### config.mk
export PLATFORM = sky130hd
export DESIGN_NAME = stop_supervisor
export DESIGN_NICKNAME = d
export VERILOG_FILES = /design/src/stop_supervisor_pkg.sv /design/src/stop_supervisor.sv
export SDC_FILE = /design/constraint.sdc
export NUM_CORES = 1
export LEC_CHECK = 0
export ABC_AREA = 1
export CAP_MARGIN = 20
export CORE_MARGIN = 5
export CORE_UTILIZATION = 45
export CTS_BUF_LIST = sky130_fd_sc_hd__clkbuf_8
export CTS_CLUSTER_DIAMETER = 120
export DETAILED_ROUTE_END_ITERATION = 7
export DONT_BUFFER_PORTS = 1
export SYNTH_ARGS = -nofsm -noshare
export SYNTH_HDL_FRONTEND = slang
export SYNTH_SLANG_ARGS = --single-unit
### constraint.sdc
create_clock -name pclk -period 1.7 [get_ports pclk]
set_input_delay 0.425 -clock pclk [delete_from_list [all_inputs] [get_ports pclk]]
set_output_delay 0.425 -clock pclk [all_outputs]
set_load 0.03 [all_outputs]
### src/stop_supervisor_pkg.sv
// Constants, encodings and carrier types of the stop-mode power supervisor
package stop_supervisor_pkg;

	// ----------------------------------------------------------------
	// Register map (byte addresses)
	// ----------------------------------------------------------------
	localparam logic [11:0] OFF_CTRL       = 12'h000;
	localparam logic [11:0] OFF_WAKE       = 12'h004;
	localparam logic [11:0] OFF_STATUS     = 12'h008;
	localparam logic [11:0] OFF_MASK       = 12'h00C;
	localparam logic [11:0] OFF_STATE      = 12'h010;

	// ----------------------------------------------------------------
	// Field positions
	// ----------------------------------------------------------------
	localparam int CTRL_MON_OFF    = 0;
	localparam int CTRL_TRIP_LSB   = 1;
	localparam int CTRL_IVAL_LSB   = 3;
	localparam int CTRL_STOP_REQ   = 8;
	localparam int WAKE_W          = 16;
	localparam int EV_IO           = 0;
	localparam int EV_WARN         = 1;
	localparam int EV_TIMER        = 2;
	localparam int EV_PFRST        = 3;
	localparam int EV_N            = 4;
	localparam int STATE_LSB       = 8;

	// ----------------------------------------------------------------
	// Reset values and encodings
	// ----------------------------------------------------------------
	localparam logic       MON_OFF_RESET   = 1'b1;
	localparam logic [1:0] TRIP_RESET      = 2'h0;
	localparam logic [1:0] IVAL_RESET      = 2'h0;
	// Trip select: 00 1.67 V, 01 1.9 V, 10 2.5 V, 11 2.7 V nominal
	localparam logic [1:0] TRIP_1V67       = 2'h0;
	localparam logic [1:0] TRIP_1V9        = 2'h1;
	localparam logic [1:0] TRIP_2V5        = 2'h2;
	localparam logic [1:0] TRIP_2V7        = 2'h3;
	// Sampling interval: continuous, 2^11, 2^12, 2^13 ring clocks
	localparam logic [1:0] IVAL_CONT       = 2'h0;
	localparam logic [1:0] IVAL_2K         = 2'h1;
	localparam logic [1:0] IVAL_4K         = 2'h2;
	localparam logic [1:0] IVAL_8K         = 2'h3;
	localparam int         IVAL_W          = 13;
	localparam logic [IVAL_W-1:0] IVAL_END_2K = 13'h07FF;
	localparam logic [IVAL_W-1:0] IVAL_END_4K = 13'h0FFF;
	localparam logic [IVAL_W-1:0] IVAL_END_8K = 13'h1FFF;
	localparam logic [1:0] BURST_TICKS     = 2'h2;
	localparam logic [15:0] BOOT_ROM_ADDR  = 16'h8000;
	localparam logic [15:0] BOOT_APP_ADDR  = 16'h0000;

	// ----------------------------------------------------------------
	// Timing
	// ----------------------------------------------------------------
	localparam int CLK_PERIOD_NS       = 10;
	localparam int RING_FREQ_HZ        = 8000;
	localparam int WAKE_STEP_US        = 125;
	localparam int CRYSTAL_WARMUP_US   = 1000;
	localparam int CRYSTAL_WARMUP_CYC  =
		(CRYSTAL_WARMUP_US * 1000 + CLK_PERIOD_NS - 1) / CLK_PERIOD_NS;
	localparam int CPU_RELEASE_MAX     = 20;
	localparam int CPU_RELEASE_CYC     = CPU_RELEASE_MAX - 1;
	localparam int WARM_W              = 24;

	// ----------------------------------------------------------------
	// Synchroniser lanes
	// ----------------------------------------------------------------
	localparam int SY_IO       = 0;
	localparam int SY_EXTRST_N = 1;
	localparam int SY_WARN     = 2;
	localparam int SY_RST      = 3;
	localparam int SY_POR      = 4;
	localparam int SY_RING     = 5;
	localparam int SY_N        = 6;
	localparam logic [SY_N-1:0] SY_INIT = 6'h1E;

	// ----------------------------------------------------------------
	// Types
	// ----------------------------------------------------------------
	typedef enum logic [2:0] {
		ST_POR, ST_PF_RESET, ST_PF_CONFIRM, ST_PF_WARMUP,
		ST_EXT_RESET, ST_RUN, ST_STOP, ST_WARMUP
	} sup_state_t;

	typedef struct packed {
		logic        psel;
		logic        penable;
		logic        pwrite;
		logic [11:0] paddr;
		logic [31:0] pwdata;
	} apb_req_t;

	typedef struct packed {
		logic [31:0] prdata;
		logic        pready;
		logic        pslverr;
	} apb_rsp_t;

	typedef struct packed {
		logic below_warn;
		logic below_reset;
		logic below_por;
	} comparator_t;

	typedef struct packed {
		logic       regulator_en;
		logic       crystal_en;
		logic       monitor_en;
		logic       sram_retain;
		logic       cpu_halt;
		logic       cpu_reset_n;
		logic [1:0] warn_trip_select;
		logic [15:0] boot_addr;
	} power_ctl_t;

endpackage : stop_supervisor_pkg

### src/stop_supervisor.sv
// Stop-mode, wake-up timer and power-fail reset sequencer with APB registers
`timescale 1ns/10ps
`default_nettype none

module stop_supervisor
	import stop_supervisor_pkg::*;
#(
	parameter int WARMUP_CYCLES = CRYSTAL_WARMUP_CYC
) (
	// Clock and reset
	input  wire logic        pclk,
	input  wire logic        presetn,
	// APB slave
	input  wire apb_req_t    apb_req,
	output var  apb_rsp_t    apb_rsp,
	// Asynchronous inputs
	input  wire logic        ring_clk,
	input  wire logic        io_wake,
	input  wire logic        ext_reset_n,
	input  wire comparator_t comparator,
	// Same-clock inputs
	input  wire logic        wdt_reset,
	// Power and CPU control
	output var  power_ctl_t  power_ctl,
	output logic             irq
);

	// ----------------------------------------------------------------
	// State
	// ----------------------------------------------------------------
	typedef struct packed {
		logic [SY_N-1:0]   sync1;
		logic [SY_N-1:0]   sync2;
		logic              ring_prev;
		sup_state_t        state;
		logic              mon_off;
		logic [1:0]        trip;
		logic [1:0]        ival;
		logic [WAKE_W-1:0] wake_period;
		logic [WAKE_W-1:0] wake_cnt;
		logic [IVAL_W-1:0] ival_cnt;
		logic [1:0]        burst_cnt;
		logic              burst_low;
		logic [WARM_W-1:0] warm_cnt;
		logic [EV_N-1:0]   status;
		logic [EV_N-1:0]   mask;
		logic              boot_rom;
		logic [31:0]       prdata;
		logic              pslverr;
	} regs_t;

	localparam regs_t REGS_RESET = '{
		sync1: SY_INIT, sync2: SY_INIT, state: ST_POR,
		mon_off: MON_OFF_RESET, trip: TRIP_RESET, ival: IVAL_RESET,
		default: '0};

	localparam logic [WARM_W-1:0] WARM_LAST =
		WARM_W'(WARMUP_CYCLES - 1);
	localparam logic [WARM_W-1:0] RELEASE_LAST =
		WARM_W'(CPU_RELEASE_CYC - 1);

	regs_t s_q;
	regs_t s_d;

	logic              tick;
	logic              s_io;
	logic              s_ext;
	logic              s_warn;
	logic              s_rst;
	logic              s_por;
	logic              setup;
	logic              wr;
	logic              rd_status;
	logic              stop_req;
	logic [EV_N-1:0]   ev;
	logic [IVAL_W-1:0] ival_end;
	logic [31:0]       rd_val;
	logic              rd_err;

	// ----------------------------------------------------------------
	// Next-state logic
	// ----------------------------------------------------------------
	always_comb begin
		s_d = s_q;
		ev = '0;
		stop_req = 1'b0;
		// Two-stage synchronisers
		s_d.sync1 = {ring_clk, comparator.below_por,
			comparator.below_reset, comparator.below_warn,
			ext_reset_n, io_wake};
		s_d.sync2 = s_q.sync1;
		s_d.ring_prev = s_q.sync2[SY_RING];
		tick   = s_q.sync2[SY_RING] & ~s_q.ring_prev;
		s_io   = s_q.sync2[SY_IO];
		s_ext  = ~s_q.sync2[SY_EXTRST_N] | wdt_reset;
		s_warn = s_q.sync2[SY_WARN];
		s_rst  = s_q.sync2[SY_RST];
		s_por  = s_q.sync2[SY_POR];

		unique case (s_q.ival)
			IVAL_CONT: ival_end = '0;
			IVAL_2K:   ival_end = IVAL_END_2K;
			IVAL_4K:   ival_end = IVAL_END_4K;
			IVAL_8K:   ival_end = IVAL_END_8K;
		endcase

		// APB decode
		setup = apb_req.psel & ~apb_req.penable;
		wr = apb_req.psel & apb_req.penable & apb_req.pwrite;
		rd_status = apb_req.psel & apb_req.penable & ~apb_req.pwrite &
			(apb_req.paddr == OFF_STATUS);
		rd_err = 1'b0;
		rd_val = '0;
		unique case (apb_req.paddr)
			OFF_CTRL: begin
				rd_val[CTRL_MON_OFF] = s_q.mon_off;
				rd_val[CTRL_TRIP_LSB +: 2] = s_q.trip;
				rd_val[CTRL_IVAL_LSB +: 2] = s_q.ival;
			end
			OFF_WAKE:   rd_val[WAKE_W-1:0] = s_q.wake_period;
			OFF_STATUS: rd_val[EV_N-1:0] = s_q.status;
			OFF_MASK:   rd_val[EV_N-1:0] = s_q.mask;
			OFF_STATE: begin
				rd_val[EV_N-1:0] = {power_ctl.regulator_en,
					power_ctl.crystal_en, power_ctl.monitor_en,
					power_ctl.cpu_reset_n};
				rd_val[STATE_LSB +: 3] = s_q.state;
			end
			default: rd_err = 1'b1;
		endcase
		if (setup) begin
			s_d.prdata = rd_val;
			s_d.pslverr = rd_err;
		end
		if (wr) begin
			unique case (apb_req.paddr)
				OFF_CTRL: begin
					s_d.mon_off = apb_req.pwdata[CTRL_MON_OFF];
					s_d.trip = apb_req.pwdata[CTRL_TRIP_LSB +: 2];
					s_d.ival = apb_req.pwdata[CTRL_IVAL_LSB +: 2];
					stop_req = apb_req.pwdata[CTRL_STOP_REQ];
				end
				OFF_WAKE: s_d.wake_period = apb_req.pwdata[WAKE_W-1:0];
				OFF_MASK: s_d.mask = apb_req.pwdata[EV_N-1:0];
				default: ;
			endcase
		end

		// Sequencer
		unique case (s_q.state)
			ST_POR: begin
				if (!s_por) begin
					s_d.state = ST_PF_RESET;
					s_d.ival_cnt = '0;
					s_d.burst_cnt = '0;
				end
			end
			ST_PF_RESET: begin
				if (tick) begin
					if (s_q.burst_cnt != '0) begin
						s_d.burst_cnt = s_q.burst_cnt - 2'h1;
						s_d.burst_low = s_q.burst_low | s_rst;
						if (s_q.burst_cnt == 2'h1) begin
							s_d.ival_cnt = '0;
							if (!(s_q.burst_low | s_rst))
								s_d.state = ST_PF_CONFIRM;
						end
					end else if (s_q.ival_cnt == ival_end) begin
						s_d.burst_cnt = BURST_TICKS;
						s_d.burst_low = 1'b0;
					end else begin
						s_d.ival_cnt = s_q.ival_cnt + 1'b1;
					end
				end
			end
			ST_PF_CONFIRM: begin
				if (tick) begin
					s_d.warm_cnt = '0;
					s_d.state = s_rst ? ST_PF_RESET : ST_PF_WARMUP;
				end
			end
			ST_PF_WARMUP: begin
				s_d.warm_cnt = s_q.warm_cnt + 1'b1;
				if (s_rst) begin
					s_d.state = ST_PF_RESET;
				end else if (s_q.warm_cnt == WARM_LAST) begin
					s_d.boot_rom = 1'b1;
					s_d.state = ST_RUN;
				end
			end
			ST_EXT_RESET: begin
				if (s_ext) begin
					s_d.warm_cnt = '0;
				end else if (s_q.warm_cnt == RELEASE_LAST) begin
					s_d.boot_rom = 1'b0;
					s_d.state = ST_RUN;
				end else begin
					s_d.warm_cnt = s_q.warm_cnt + 1'b1;
				end
			end
			ST_RUN: begin
				if (s_rst) begin
					ev[EV_PFRST] = 1'b1;
					s_d.state = ST_PF_RESET;
					s_d.ival_cnt = '0;
					s_d.burst_cnt = '0;
				end else if (s_ext) begin
					s_d.warm_cnt = '0;
					s_d.state = ST_EXT_RESET;
				end else if (stop_req) begin
					s_d.wake_cnt = '0;
					s_d.state = ST_STOP;
				end
				ev[EV_WARN] = s_warn & ~s_rst;
			end
			ST_STOP: begin
				s_d.warm_cnt = '0;
				if (tick && s_q.wake_period != '0)
					s_d.wake_cnt = s_q.wake_cnt + 1'b1;
				if (tick && s_q.wake_period != '0 &&
					s_q.wake_cnt + 1'b1 == s_q.wake_period)
					ev[EV_TIMER] = 1'b1;
				ev[EV_IO] = s_io;
				if (!s_q.mon_off && tick) begin
					ev[EV_PFRST] = s_rst;
					ev[EV_WARN] = s_warn & ~s_rst;
				end
				if (ev[EV_PFRST]) begin
					s_d.state = ST_PF_RESET;
					s_d.ival_cnt = '0;
					s_d.burst_cnt = '0;
				end else if (ev[EV_IO] | ev[EV_WARN] | ev[EV_TIMER]) begin
					s_d.state = ST_WARMUP;
				end
			end
			ST_WARMUP: begin
				s_d.warm_cnt = s_q.warm_cnt + 1'b1;
				if (s_q.warm_cnt == WARM_LAST)
					s_d.state = ST_RUN;
			end
		endcase
		if (s_q.state == ST_PF_RESET && s_d.state == ST_PF_RESET &&
			s_q.burst_cnt == '0 && s_d.burst_cnt == '0 &&
			s_q.ival == IVAL_CONT && tick) begin
			s_d.burst_cnt = BURST_TICKS;
			s_d.burst_low = 1'b0;
		end
		if (s_por) begin
			s_d.state = ST_POR;
			s_d.boot_rom = 1'b0;
		end

		// Sticky events; a read clears only the bits it returned
		s_d.status = (s_q.status &
			~(s_q.prdata[EV_N-1:0] & {EV_N{rd_status}})) | ev;
	end

	// ----------------------------------------------------------------
	// Registers
	// ----------------------------------------------------------------
	always_ff @(posedge pclk or negedge presetn) begin
		if (!presetn)
			s_q <= REGS_RESET;
		else
			s_q <= s_d;
	end

	// ----------------------------------------------------------------
	// Outputs
	// ----------------------------------------------------------------
	always_comb begin
		power_ctl.warn_trip_select = s_q.trip;
		power_ctl.boot_addr = s_q.boot_rom ? BOOT_ROM_ADDR : BOOT_APP_ADDR;
		power_ctl.sram_retain = s_q.state != ST_POR;
		power_ctl.regulator_en = 1'b0;
		power_ctl.crystal_en = 1'b0;
		power_ctl.monitor_en = 1'b0;
		power_ctl.cpu_halt = 1'b0;
		power_ctl.cpu_reset_n = 1'b0;
		unique case (s_q.state)
			ST_POR: ;
			ST_PF_RESET: begin
				power_ctl.monitor_en = (s_q.ival == IVAL_CONT) ||
					(s_q.burst_cnt != '0);
			end
			ST_PF_CONFIRM: power_ctl.monitor_en = 1'b1;
			ST_PF_WARMUP: begin
				power_ctl.monitor_en = 1'b1;
				power_ctl.regulator_en = 1'b1;
				power_ctl.crystal_en = 1'b1;
			end
			ST_EXT_RESET: begin
				power_ctl.monitor_en = 1'b1;
				power_ctl.regulator_en = 1'b1;
				power_ctl.crystal_en = 1'b1;
			end
			ST_RUN: begin
				power_ctl.monitor_en = 1'b1;
				power_ctl.regulator_en = 1'b1;
				power_ctl.crystal_en = 1'b1;
				power_ctl.cpu_reset_n = 1'b1;
			end
			ST_STOP: begin
				power_ctl.cpu_halt = 1'b1;
				power_ctl.cpu_reset_n = 1'b1;
				power_ctl.monitor_en = ~s_q.mon_off;
			end
			ST_WARMUP: begin
				power_ctl.cpu_halt = 1'b1;
				power_ctl.cpu_reset_n = 1'b1;
				power_ctl.monitor_en = 1'b1;
				power_ctl.regulator_en = 1'b1;
				power_ctl.crystal_en = 1'b1;
			end
		endcase
		apb_rsp.prdata = s_q.prdata;
		apb_rsp.pready = 1'b1;
		apb_rsp.pslverr = s_q.pslverr & apb_req.psel & apb_req.penable;
		irq = |(s_q.status & s_q.mask);
	end

endmodule : stop_supervisor

`default_nettype wire

# Word level (Yosys, flattened, before mapping)
# Index checks and enable logic that the tools add are counted.
[word_totals]
register_bits = 119
input_bits = 56
output_inout_bits = 59
word_cells = 194
[classes]
addsub = 4
eq_ne = 37
n_mux = 71
n_bitwise = 24
reduce_logical = 40
[ops]
columns = ["cell", "count"]
rows = [
  ["$mux W24", 5],
  ["$pmux W24 S5", 1],
  ["$mux W16", 7],
  ["$pmux W15 S4", 1],
  ["$mux W3", 19],
  ["$pmux W13 S4", 1],
  ["$mux W15", 3],
  ["$pmux W16 S2", 1],
  ["$mux W13", 2],
  ["$add A24 B1 Y24 const B", 1],
  ["$eq A12 B4 Y1 const B", 2],
  ["$eq A24 B17 Y1 const B", 1],
  ["$eq A24 B5 Y1 const B", 1],
  ["$pmux W3 S8", 1],
  ["$mux W1", 20],
  ["$ne A2 B2 Y1 const B", 10],
  ["$pmux W4 S5", 1],
  ["$ne A3 B3 Y1 const B", 6],
  ["$add A16 B1 Y16 const B", 1],
  ["$eq A16 B16 Y1", 1],
  ["$reduce_bool A16 Y1", 1],
  ["$reduce_and A5 Y1", 3],
  ["$add A13 B1 Y13 const B", 1],
  ["$eq A13 B13 Y1", 1],
  ["other kinds (37)", 85],
]

# Logic depth before layout (Yosys ltp)
# Gate-level depths: netlist of the first run.
[depth]
depth_word = 18
depth_mapped = 15
depth_no_buf = 15

# Worst setup path after synthesis of the first run
# No wires, ideal clock.
[synth_timing]
path_kind = "reg-to-output"
from = "register s_q[120] (netlist name)"
to = "output power_ctl[23] (netlist name)"
t_arrival_ps = 1604
required_ps = 1275
setup_slack_ps = -329
path_stages_with_launch = 4
n_path_buf = 2
cell_sequence = "dfrtp_1 buf_2 o21ai_0 buf_4"
[synth_lines]
columns = ["element", "line_no", "text"]
rows = [
  ["start: declaration", "stop_supervisor.sv:62", "regs_t s_q;"],
  ["start signal: assignment", "stop_supervisor.sv:263", "s_q <= REGS_RESET;"],
  ["start signal: assignment", "stop_supervisor.sv:265", "s_q <= s_d;"],
  ["end: declaration", "stop_supervisor.sv:24", "output var power_ctl_t power_ctl,"],
]

==> results of run 1 <==
area by class of cell:
class | count | area, sq um
well taps | 216 | 270.3
fillers | 1411 | 6341
multi-input cells | 664 | 4035
inverters | 127 | 481.7
flip-flops and latches | 119 | 2993
clock buffers | 18 | 247.7
clock inverters | 14 | 128.9
repair buffers | 174 | 1445
routing by layer:
metal | vias up | part of all wire (%) | GRT usage [%] | wire length (microns)
met1 | 3195 | 44 | 27.91 | 8851
met4 | 0 | 2.5 | 8.672 | 516
met3 | 41 | 4.5 | 4.711 | 904
met5 | - | 0 | 0 | 0
li1 | 3355 | - | - | -
met2 | 160 | 49 | 36.31 | 9985
placed cells by master, fill, tap and decap left out, types with 16 or more instances in the layout:
| master | Yosys | layout |
|---|---|---|
| a21oi_1 | 18 | 16 |
| buf_4 | 55 | 143 |
| buf_6 | 1 | 21 |
| clkbuf_8 | 0 | 18 |
| conb_1 | 2 | 32 |
| dfrtp_1 | 110 | 107 |
| inv_1 | 116 | 110 |
| inv_2 | 10 | 16 |
| nand2_1 | 195 | 180 |
| nand3_1 | 58 | 44 |
| nand4_1 | 26 | 26 |
| nor2_1 | 101 | 84 |
| nor2_4 | 7 | 23 |
| o21ai_0 | 49 | 34 |
| xor2_1 | 35 | 34 |
through the flow:
stage / power (mW) / hold WS, ns / instances / util [%]
2_1_floorplan: 4.334 / 0.1294 / 976 / -
3_3_place_gp: 4.827 / 0.1385 / 1264 / 52.43
3_5_place_dp: 4.844 / 0.1395 / 1264 / 52.43
4_1_cts: 7.444 / -0.3514 / 1325 / 58.57
5_1_grt: 7.885 / -0.3637 / 1332 / 60.23
6_report: 7.501 / -0.3354 / 1332 / 60.23
path summary, 6_finish.rpt:
path / depth (start not counted) / endpoint / from / slack, ns
setup / recovery: 7 / power_ctl[21] / s_q[120]$_DFF_PN0_ / -0.29
max in group asynchronous: 0 / s_q[124]$_DFF_PN1_ / presetn / 1.80
min in group pclk: 2 / s_q[118]$_DFFE_PN1P_ / apb_req[0] / 0.09
hold reg to reg: 0 / s_io$_DFF_PN0_ / s_d[123]$_DFF_PN0_ / 0.35
setup reg to reg: 10 / s_q[119]$_DFF_PN0_ / s_q[126]$_DFF_PN1_ / -0.24
hold / removal: 0 / s_q[102]$_DFFE_PN0P_ / presetn / -0.34
repair_timing:
| item | CTS | global route |
|---|---|---|
| buffers inserted | 24 | 9 |
| hold endpoints to repair | 125 | 119 |
| endpoints found under the setup margin | 63 | 69 |
| gates resized for setup | 99 | 47 |
| cloned | 1 | 0 |
| pin swaps | 32 | 29 |
cells by family after synthesis:
group                    after synthesis  synth area share, %
flip-flops                           119                40.74
other                                  2               0.1024
XOR/XNOR                              40                4.877
buffers and inverters                194                13.01
AO/OA/AOI/OAI                        136                11.61
AND/OR/NAND/NOR                      440                27.29
adder cells (fa/ha/maj)                4               0.6822
multiplexers                          11                1.688
worst register-to-register path, cell delays in order, from the launching register on:
cell and delay [ns]:
dfstp_2 0.56, inv_2 0.06, buf_4 0.13, buf_4 0.12, buf_4 0.14, nand4_1 0.13
nand2_1 0.09, o211ai_1 0.22, nand4_1 0.18, nor2_2 0.14, a21oi_2 0.06
state kept, by name, summed over array words and instances (netlist names):
register	flops
s_io	1
s_d	7
power_ctl	2
s_q	92
apb_rsp	16
s_por	1
power by group:
group	switching (mW)	internal (mW)
sequential	0.242	3.08
clock	1.29	1.20
combinational	0.993	0.702
total	2.52	4.98
==> results.yml, run 1 <==
floorplan:
  core_sq_mm: 0.01594
  die_w_microns: 137.7
  die-height_microns: 137.7
  io_pins: 115
  die-area_sq_mm: 0.01896
  start_util_pct: 46.02
  rows: 46
run_status:
  status: "finished, violations left"
  violations: "negative hold slack, negative setup slack"
synth:
  yosysMostFrequentCell: "nand2_1"
  ys_warn_count: 0
  yosysSeqAreaShare_pct: 40.74
  synth.avg_cell_area_sq_um: 7.756
  ys_types: 51
  synth-edff-count: 0
  ys_async_sr_fraction_pct: 100.0
  ys_ff_latch: 119
  yosysTopAreaCell: "dfrtp_1"
  synthCells: 946
  synth_commonest_cells: "nand2_1, inv_1, dfrtp_1"
  yosysTopAreaCellShare_pct: 37.52
  synth_ff_type: "dfrtp_1"
  syn-cell-area_sq_mm: 0.007337
  synth.area.top_cells: "dfrtp_1, nand2_1, inv_1, buf_4, nor2_1"
global_routing:
  grt_pass1_vias: 6603
  overflow: 0
  grt_pass1_wl_microns: 32620
  grt_max_degree: 120
  grt_usage_pct: 21.89
  antenna_found_initial: 0
worst_setup_path:
  start_kind: "flip-flop"
  crit_top_cell: "buf_6"
  arrival_ns: 1.57
  crit_chain: "buf_6 > nand2_4 > nor2_4 > inv_2 > o21ai_2 > a31oi_4 > buf_6"
  crit_fanout: 3
  critPathKind: "flip-flop to output port"
  required_ns: 1.27
  crit_slowest_cell: "dfrtp_1"
  path_buf_inv: 3
  slowest_delay_ns: 0.39
  path_delay_family: "flip-flops"
  cp-end-kind: "output port"
detailed_routing:
  drc: 0
  first_pass_iters: 5
  wirelength_microns: 20260
  wire_per_inst_microns: 15.21
  postRouteAntennaNets: 0
  drt_first_iter_violations: 483
  via_per_inst: 5.068
  via_count: 6751
place:
  gp_congestion: 0.9100
  dp_slack_ns: -0.2649
  dpl_cell_area_sq_mm: 0.008358
  port_buffers: 0
  dp_hpwl_microns: 14570
layout:
  num-nets-final: 1163
  diodes: 0
  finish.instance_area_sq_mm: 0.009602
  drive_gt1_share_pct: 32.17
  area_delta_synth_final_pct: 30.87
cts:
  tritoncts: "done"
  cts_num_sinks: 119
  cts_buffers: 17
  cts_buffer_depth: 2
  htree_levels: 4
  insertion_delay_ns: 0.46
  hold_buffers: 6
  clk_pin_slew_ns: 0.09
  cts_root_buffer: "clkbuf_8"
pwr:
  power_density_mw_per_mm2: 781.2
  vdd_drop_max_v: 0.0005059
  p_leak_nw: 4.563
timing:
  setup_viol_count_final: 53
  max_freq_ghz: 0.5020
  finalClockSkew_ns: 0.01465
  finalHoldViolations: 119
  hold_slack_ns: -0.3354
  min_period_ns: 1.992
  tns_ns: -6.570
  setup_ws_ns: -0.2919
  rsz0062_at_grt: "true"
  timing.final.crit_share_pct: 117.2
  slew_violations: 0
run:
  max_cap_violations: 0
worst_hold_path:
  hold_path_class: "primary input to asynchronous set/reset pin"
(Power assumes the default switching activity.)
==> run 2, diff against run 1 <==
--- a/config.mk
+++ b/config.mk
@@ -6,13 +6,14 @@
 export NUM_CORES = 1
 export LEC_CHECK = 0
 export ABC_AREA = 1
-export CAP_MARGIN = 20
+export CAP_MARGIN = 40
 export CORE_MARGIN = 5
 export CORE_UTILIZATION = 45
 export CTS_BUF_LIST = sky130_fd_sc_hd__clkbuf_8
 export CTS_CLUSTER_DIAMETER = 120
 export DETAILED_ROUTE_END_ITERATION = 7
 export DONT_BUFFER_PORTS = 1
+export SKIP_LAST_GASP = 1
 export SYNTH_ARGS = -nofsm -noshare
 export SYNTH_HDL_FRONTEND = slang
 export SYNTH_SLANG_ARGS = --single-unit
==> run 2 against run 1 <==
Net effect: first-iteration DRC count rose by 7.5%; clock skew increased by 0.0020 ns; critical endpoint unchanged; critical path depth down 1; fmax is 0.42% higher; clock power is essentially flat; total power rose by 0.16%; the flow still finishes with violations (negative hold slack, negative setup slack); cell area is 0.10% higher.
==> results.yml, run 2 (same netlist as run 1, synthesis figures left out) <==
floorplan:
  core_sq_mm: 0.01594
  io_pins: 115
  die_w_microns: 137.7
  rows: 46
  die-height_microns: 137.7
  die-area_sq_mm: 0.01896
  start_util_pct: 46.02
worst_setup_path:
  cp-end-kind: "output port"
  crit_slowest_cell: "dfrtp_2"
  required_ns: 1.27
  critPathKind: "flip-flop to output port"
  r2r_start: "s_q[121]$_DFF_PN0_"
  reg2reg_slack_ns: -0.25
  start_kind: "flip-flop"
  arrival_ns: 1.56
  path_buf_inv: 2
  path_delay_family: "flip-flops"
  crit_path_start: "s_q[121]$_DFF_PN0_"
  crit_chain: "nand2_4 > nor2_4 > inv_2 > o21ai_2 > a31oi_4 > buf_6"
  slowest_delay_ns: 0.48
  crit_fanout: 5
cts:
  cts_num_sinks: 119
  cts_buffers: 17
  cts_root_buffer: "clkbuf_8"
  tritoncts: "done"
  clk_pin_slew_ns: 0.09
  cts_buffer_depth: 2
  hold_buffers: 6
  htree_levels: 4
  insertion_delay_ns: 0.46
detailed_routing:
  postRouteAntennaNets: 0
  via_per_inst: 5.077
  wire_per_inst_microns: 15.12
  drt_first_iter_violations: 519
  drc: 0
  via_count: 6788
  wirelength_microns: 20210
  first_pass_iters: 5
layout:
  diodes: 0
  final_cell_mix: "nand2_1, buf_4, inv_1, dfrtp_1, nor2_1"
  num-nets-final: 1168
  final_core_util_pct: 60.29
  regMostFlops: "s_q"
  area_delta_synth_final_pct: 31.00
  layout_commonest_cell: "nand2_1"
  largest_reg_flops: 92
  drive_gt1_share_pct: 31.94
global_routing:
  overflow: 0
  grt_usage_pct: 21.77
  grt_pass1_vias: 6577
  grt_max_degree: 120
  antenna_found_initial: 0
  grt_pass1_wl_microns: 32460
timing:
  finalHoldViolations: 119
  setup_viol_count_final: 66
  slew_violations: 0
  min_period_ns: 1.984
  rsz0062_at_grt: "true"
  finalClockSkew_ns: 0.01662
  timing.final.crit_share_pct: 116.7
  max_freq_ghz: 0.5041
  hold_slack_ns: -0.3268
  setup_ws_ns: -0.2836
run_status:
  status: "finished, violations left"
  violations: "negative hold slack, negative setup slack"
place:
  dp_hpwl_microns: 14570
  dp_slack_ns: -0.2649
  gp_congestion: 0.9100
  port_buffers: 0
pwr:
  power_density_mw_per_mm2: 781.6
  p_leak_nw: 4.603
  vdd_drop_max_v: 0.0004914
worst_hold_path:
  hold_path_class: "primary input to asynchronous set/reset pin"
run:
  max_cap_violations: 0
==> run 2: cell types whose count changed in the layout (fill, tap and decap cells not counted), moves of 2 or more <==
cell	change
nand3_2	-2
buf_4	+6
nor2_2	-2
inv_2	+2
a21oi_1	-2
inv_1	-2
nor2_1	+4
nand3_1	+3
a21oi_2	+2
nor2_4	-2
o21ai_2	-2
==> run 2: final cells by class <==
cell class	count	area, sq um
clock buffer	18	247.7
clock inverter	14	128.9
fill	1406	6331
inverter	127	481.7
multi-input combinational	664	4013
sequential	119	2992
tap	216	270.3
timing repair buffer	179	1479
==> run 2: timing repair <==
action / in CTS / in global routing
gates resized for setup: 88 / 51
setup endpoints to repair: 63 / 69
gates cloned: 1 / 0
setup buffers: 24 / 13
hold endpoints to repair: 125 / 119
pin swaps: 31 / 35
==> run 2: final timing paths <==
kind	cells past startpoint	end
max in group asynchronous	0	s_por$_DFF_PN1_
hold reg to reg	0	s_io$_DFF_PN0_
setup / recovery	6	power_ctl[21]
setup reg to reg	12	s_q[75]$_DFFE_PN0P_
hold / removal	0	s_q[102]$_DFFE_PN0P_
min in group pclk	2	s_q[118]$_DFFE_PN1P_
==> run 2: layer usage <==
| layer | up-vias | global-route usage (%) | wire, microns |
|---|---|---|---|
| met5 | - | 0 | 0 |
| li1 | 3360 | - | - |
| met2 | 172 | 36.09 | 9856 |
| met1 | 3210 | 27.86 | 8860 |
| met3 | 46 | 4.602 | 952 |
| met4 | 0 | 8.507 | 540 |
==> run 2: where the power goes <==
part | switching, mW | internal, mW | total, mW
logic | 0.998 | 0.725 | 1.72
registers | 0.242 | 3.08 | 3.32
clock network | 1.27 | 1.20 | 2.47
total | 2.51 | 5.00 | 7.51
==> run 2: per-stage QoR <==
step / instances / setup TNS [ns] / hold WS [ns] / power [mW] / cell area (sq um)
after floorplan: 976 / -0.3581 / 0.1294 / 4.334 / 7513
after global placement: 1264 / -8.720 / 0.1385 / 4.827 / 8358
after detailed placement: 1264 / -9.324 / 0.1395 / 4.844 / 8358
after CTS: 1325 / -5.212 / -0.3514 / 7.423 / 9296
after global routing: 1337 / -13.84 / -0.3637 / 7.906 / 9612
final: 1337 / -7.340 / -0.3268 / 7.513 / 9612
==> run 3, diff against run 2 <==
--- a/config.mk
+++ b/config.mk
@@ -7,7 +7,7 @@
 export LEC_CHECK = 0
 export ABC_AREA = 1
 export CAP_MARGIN = 40
-export CORE_MARGIN = 5
+export CORE_MARGIN = 3
 export CORE_UTILIZATION = 45
 export CTS_BUF_LIST = sky130_fd_sc_hd__clkbuf_8
 export CTS_CLUSTER_DIAMETER = 120
==> run 3 against run 2 <==
Net effect: the run still ends with negative hold slack, negative setup slack left; worst setup slack got worse by 0.018 ns; die area fell by 5.7%; first-iteration DRC count fell by 16%; fmax fell by 0.92%; count of clock-buffer cells in the layout rose by 2; sequential share of layout area fell by 0.40 points; non-clock buffer count rose by 12; utilization rose by 0.78 points; via count rose by 0.44%; clock skew fell by 0.0022 ns; global-route usage rose by 1.6 points; total power rose by 2.9%; largest cell class unchanged; highest routed layer unchanged.
==> results.yml, run 3 (same netlist as run 1, synthesis figures left out) <==
cts:
  cts_buffers: 17
  clk_pin_slew_ns: 0.08
  cts_num_sinks: 119
  htree_levels: 4
  hold_buffers: 6
  tritoncts: "done"
  insertion_delay_ns: 0.46
  cts_buffer_depth: 2
  cts_root_buffer: "clkbuf_8"
layout:
  multiInputGateArea_sq_mm: 0.003961
  ff_latch_area_sq_mm: 0.002992
  regMostFlops: "s_q"
  layout_commonest_cell: "nand2_1"
  num-nets-final: 1180
  nFillCells: 1423
  drive_gt1_share_pct: 32.30
  final_cell_mix: "nand2_1, buf_4, inv_1"
  largest_reg_flops: 92
  area_delta_synth_final_pct: 32.71
  fin_cells: 1349
  diodes: 0
place:
  dp_hpwl_microns: 14720
  place_inst: 1276
  dp_slack_ns: -0.2336
  port_buffers: 0
  gp_congestion: 0.8630
global_routing:
  grt_pass1_wl_microns: 33350
  antenna_found_initial: 0
  overflow: 0
  grt_max_degree: 120
  grt_pass1_vias: 6680
  grt_usage_pct: 23.40
detailed_routing:
  postRouteAntennaNets: 0
  top_layer_used: "met4"
  first_pass_iters: 5
  route.met3.wl_microns: 903
  via_count: 6818
  wirelength_microns: 20400
  drc: 0
  met1Wirelength_microns: 8820
  wl_met2_microns: 10060
  wire_per_inst_microns: 15.12
  drt_first_iter_violations: 438
  via_per_inst: 5.054
worst_setup_path:
  slowest_delay_ns: 0.46
  required_ns: 1.27
  crit_fanout: 5
  crit_chain: "nand2_2 > nor2_4 > inv_2 > o21ai_4 > a31oi_4 > buf_6"
  cp-end-kind: "output port"
  start_kind: "flip-flop"
  crit_slowest_cell: "dfrtp_2"
  critPathKind: "flip-flop to output port"
  arrival_ns: 1.58
run_status:
  violations: "negative hold slack, negative setup slack"
  status: "finished, violations left"
run:
  max_cap_violations: 0
floorplan:
  rows: 46
  start_util_pct: 46.02
  io_pins: 115
  core_sq_mm: 0.01594
  die-height_microns: 133.7
  die-area_sq_mm: 0.01787
  die_w_microns: 133.7
timing:
  min_period_ns: 2.002
  tns_ns: -8.530
  timing.final.crit_share_pct: 117.8
  setup_viol_count_final: 64
  rsz0062_at_grt: "true"
  slew_violations: 0
  finalClockSkew_ns: 0.01443
  finalHoldViolations: 119
  hold_slack_ns: -0.3507
  setup_ws_ns: -0.3020
  max_freq_ghz: 0.4995
pwr:
  power_density_mw_per_mm2: 794.1
  vdd_drop_max_v: 0.0005236
  p_total_mw: 7.732
  p_leak_nw: 4.652
worst_hold_path:
  hold_path_class: "primary input to asynchronous set/reset pin"
-- run 3: what timing repair did --
action	in CTS	in global routing
setup endpoints to repair	64	68
pin swaps	35	22
gates cloned	2	0
setup buffers	25	9
endpoints found under the hold margin	125	119
resized for setup	76	48
-- run 3: through the flow --
stage	util (%)	cell area, sq um
2_1_floorplan	-	7513
3_3_place_gp	53.15	8473
3_5_place_dp	53.15	8473
4_1_cts	59.26	9448
5_1_grt	61.07	9737
6_report	61.07	9737
-- run 3: power by group --
part	internal, mW	switching (mW)
combinational	0.773	0.991
clock	1.41	1.26
sequential	3.08	0.218
-- run 3: per-layer routing --
metal	up-vias	track usage [%]
li1	3381	-
met1	3221	30.33
met2	175	38.88
met3	41	4.267
met4	0	9.543
met5	-	0
-- run 3: final cells by class --
| type | instances | area share (%) |
|---|---|---|
| repair buffers | 191 | 16.72 |
| clock inverters | 12 | 1.324 |
| multi-input cells | 664 | 40.68 |
| flip-flops and latches | 119 | 30.72 |
| well taps | 216 | 2.776 |
| clock buffers | 20 | 2.827 |
| inverters | 127 | 4.947 |
-- run 3: worst max-delay path: cells and delay by family, from the launching register on --
kind	cells	cell delay [ns]
DFF	1	0.46
AOI/OAI and AO/OA	2	0.27
buffers and inverters	2	0.24
and+or+nand+nor	2	0.15
-- run 3: path summary, 6_finish.rpt --
path                                     from              endpoint  slack (ns)  cells after the start
min in group pclk                  apb_req[0]  s_q[118]$_DFFE_PN1P_        0.08                      2
max in group asynchronous             presetn    s_q[124]$_DFF_PN1_        1.79                      0
min reg2reg                s_d[127]$_DFF_PN1_       s_por$_DFF_PN1_        0.35                      0
max                        s_q[120]$_DFF_PN0_         power_ctl[21]       -0.30                      6
min                                   presetn   s_q[76]$_DFFE_PN0P_       -0.35                      0
max reg2reg                s_q[120]$_DFF_PN0_   s_q[71]$_DFFE_PN0P_       -0.22                     10
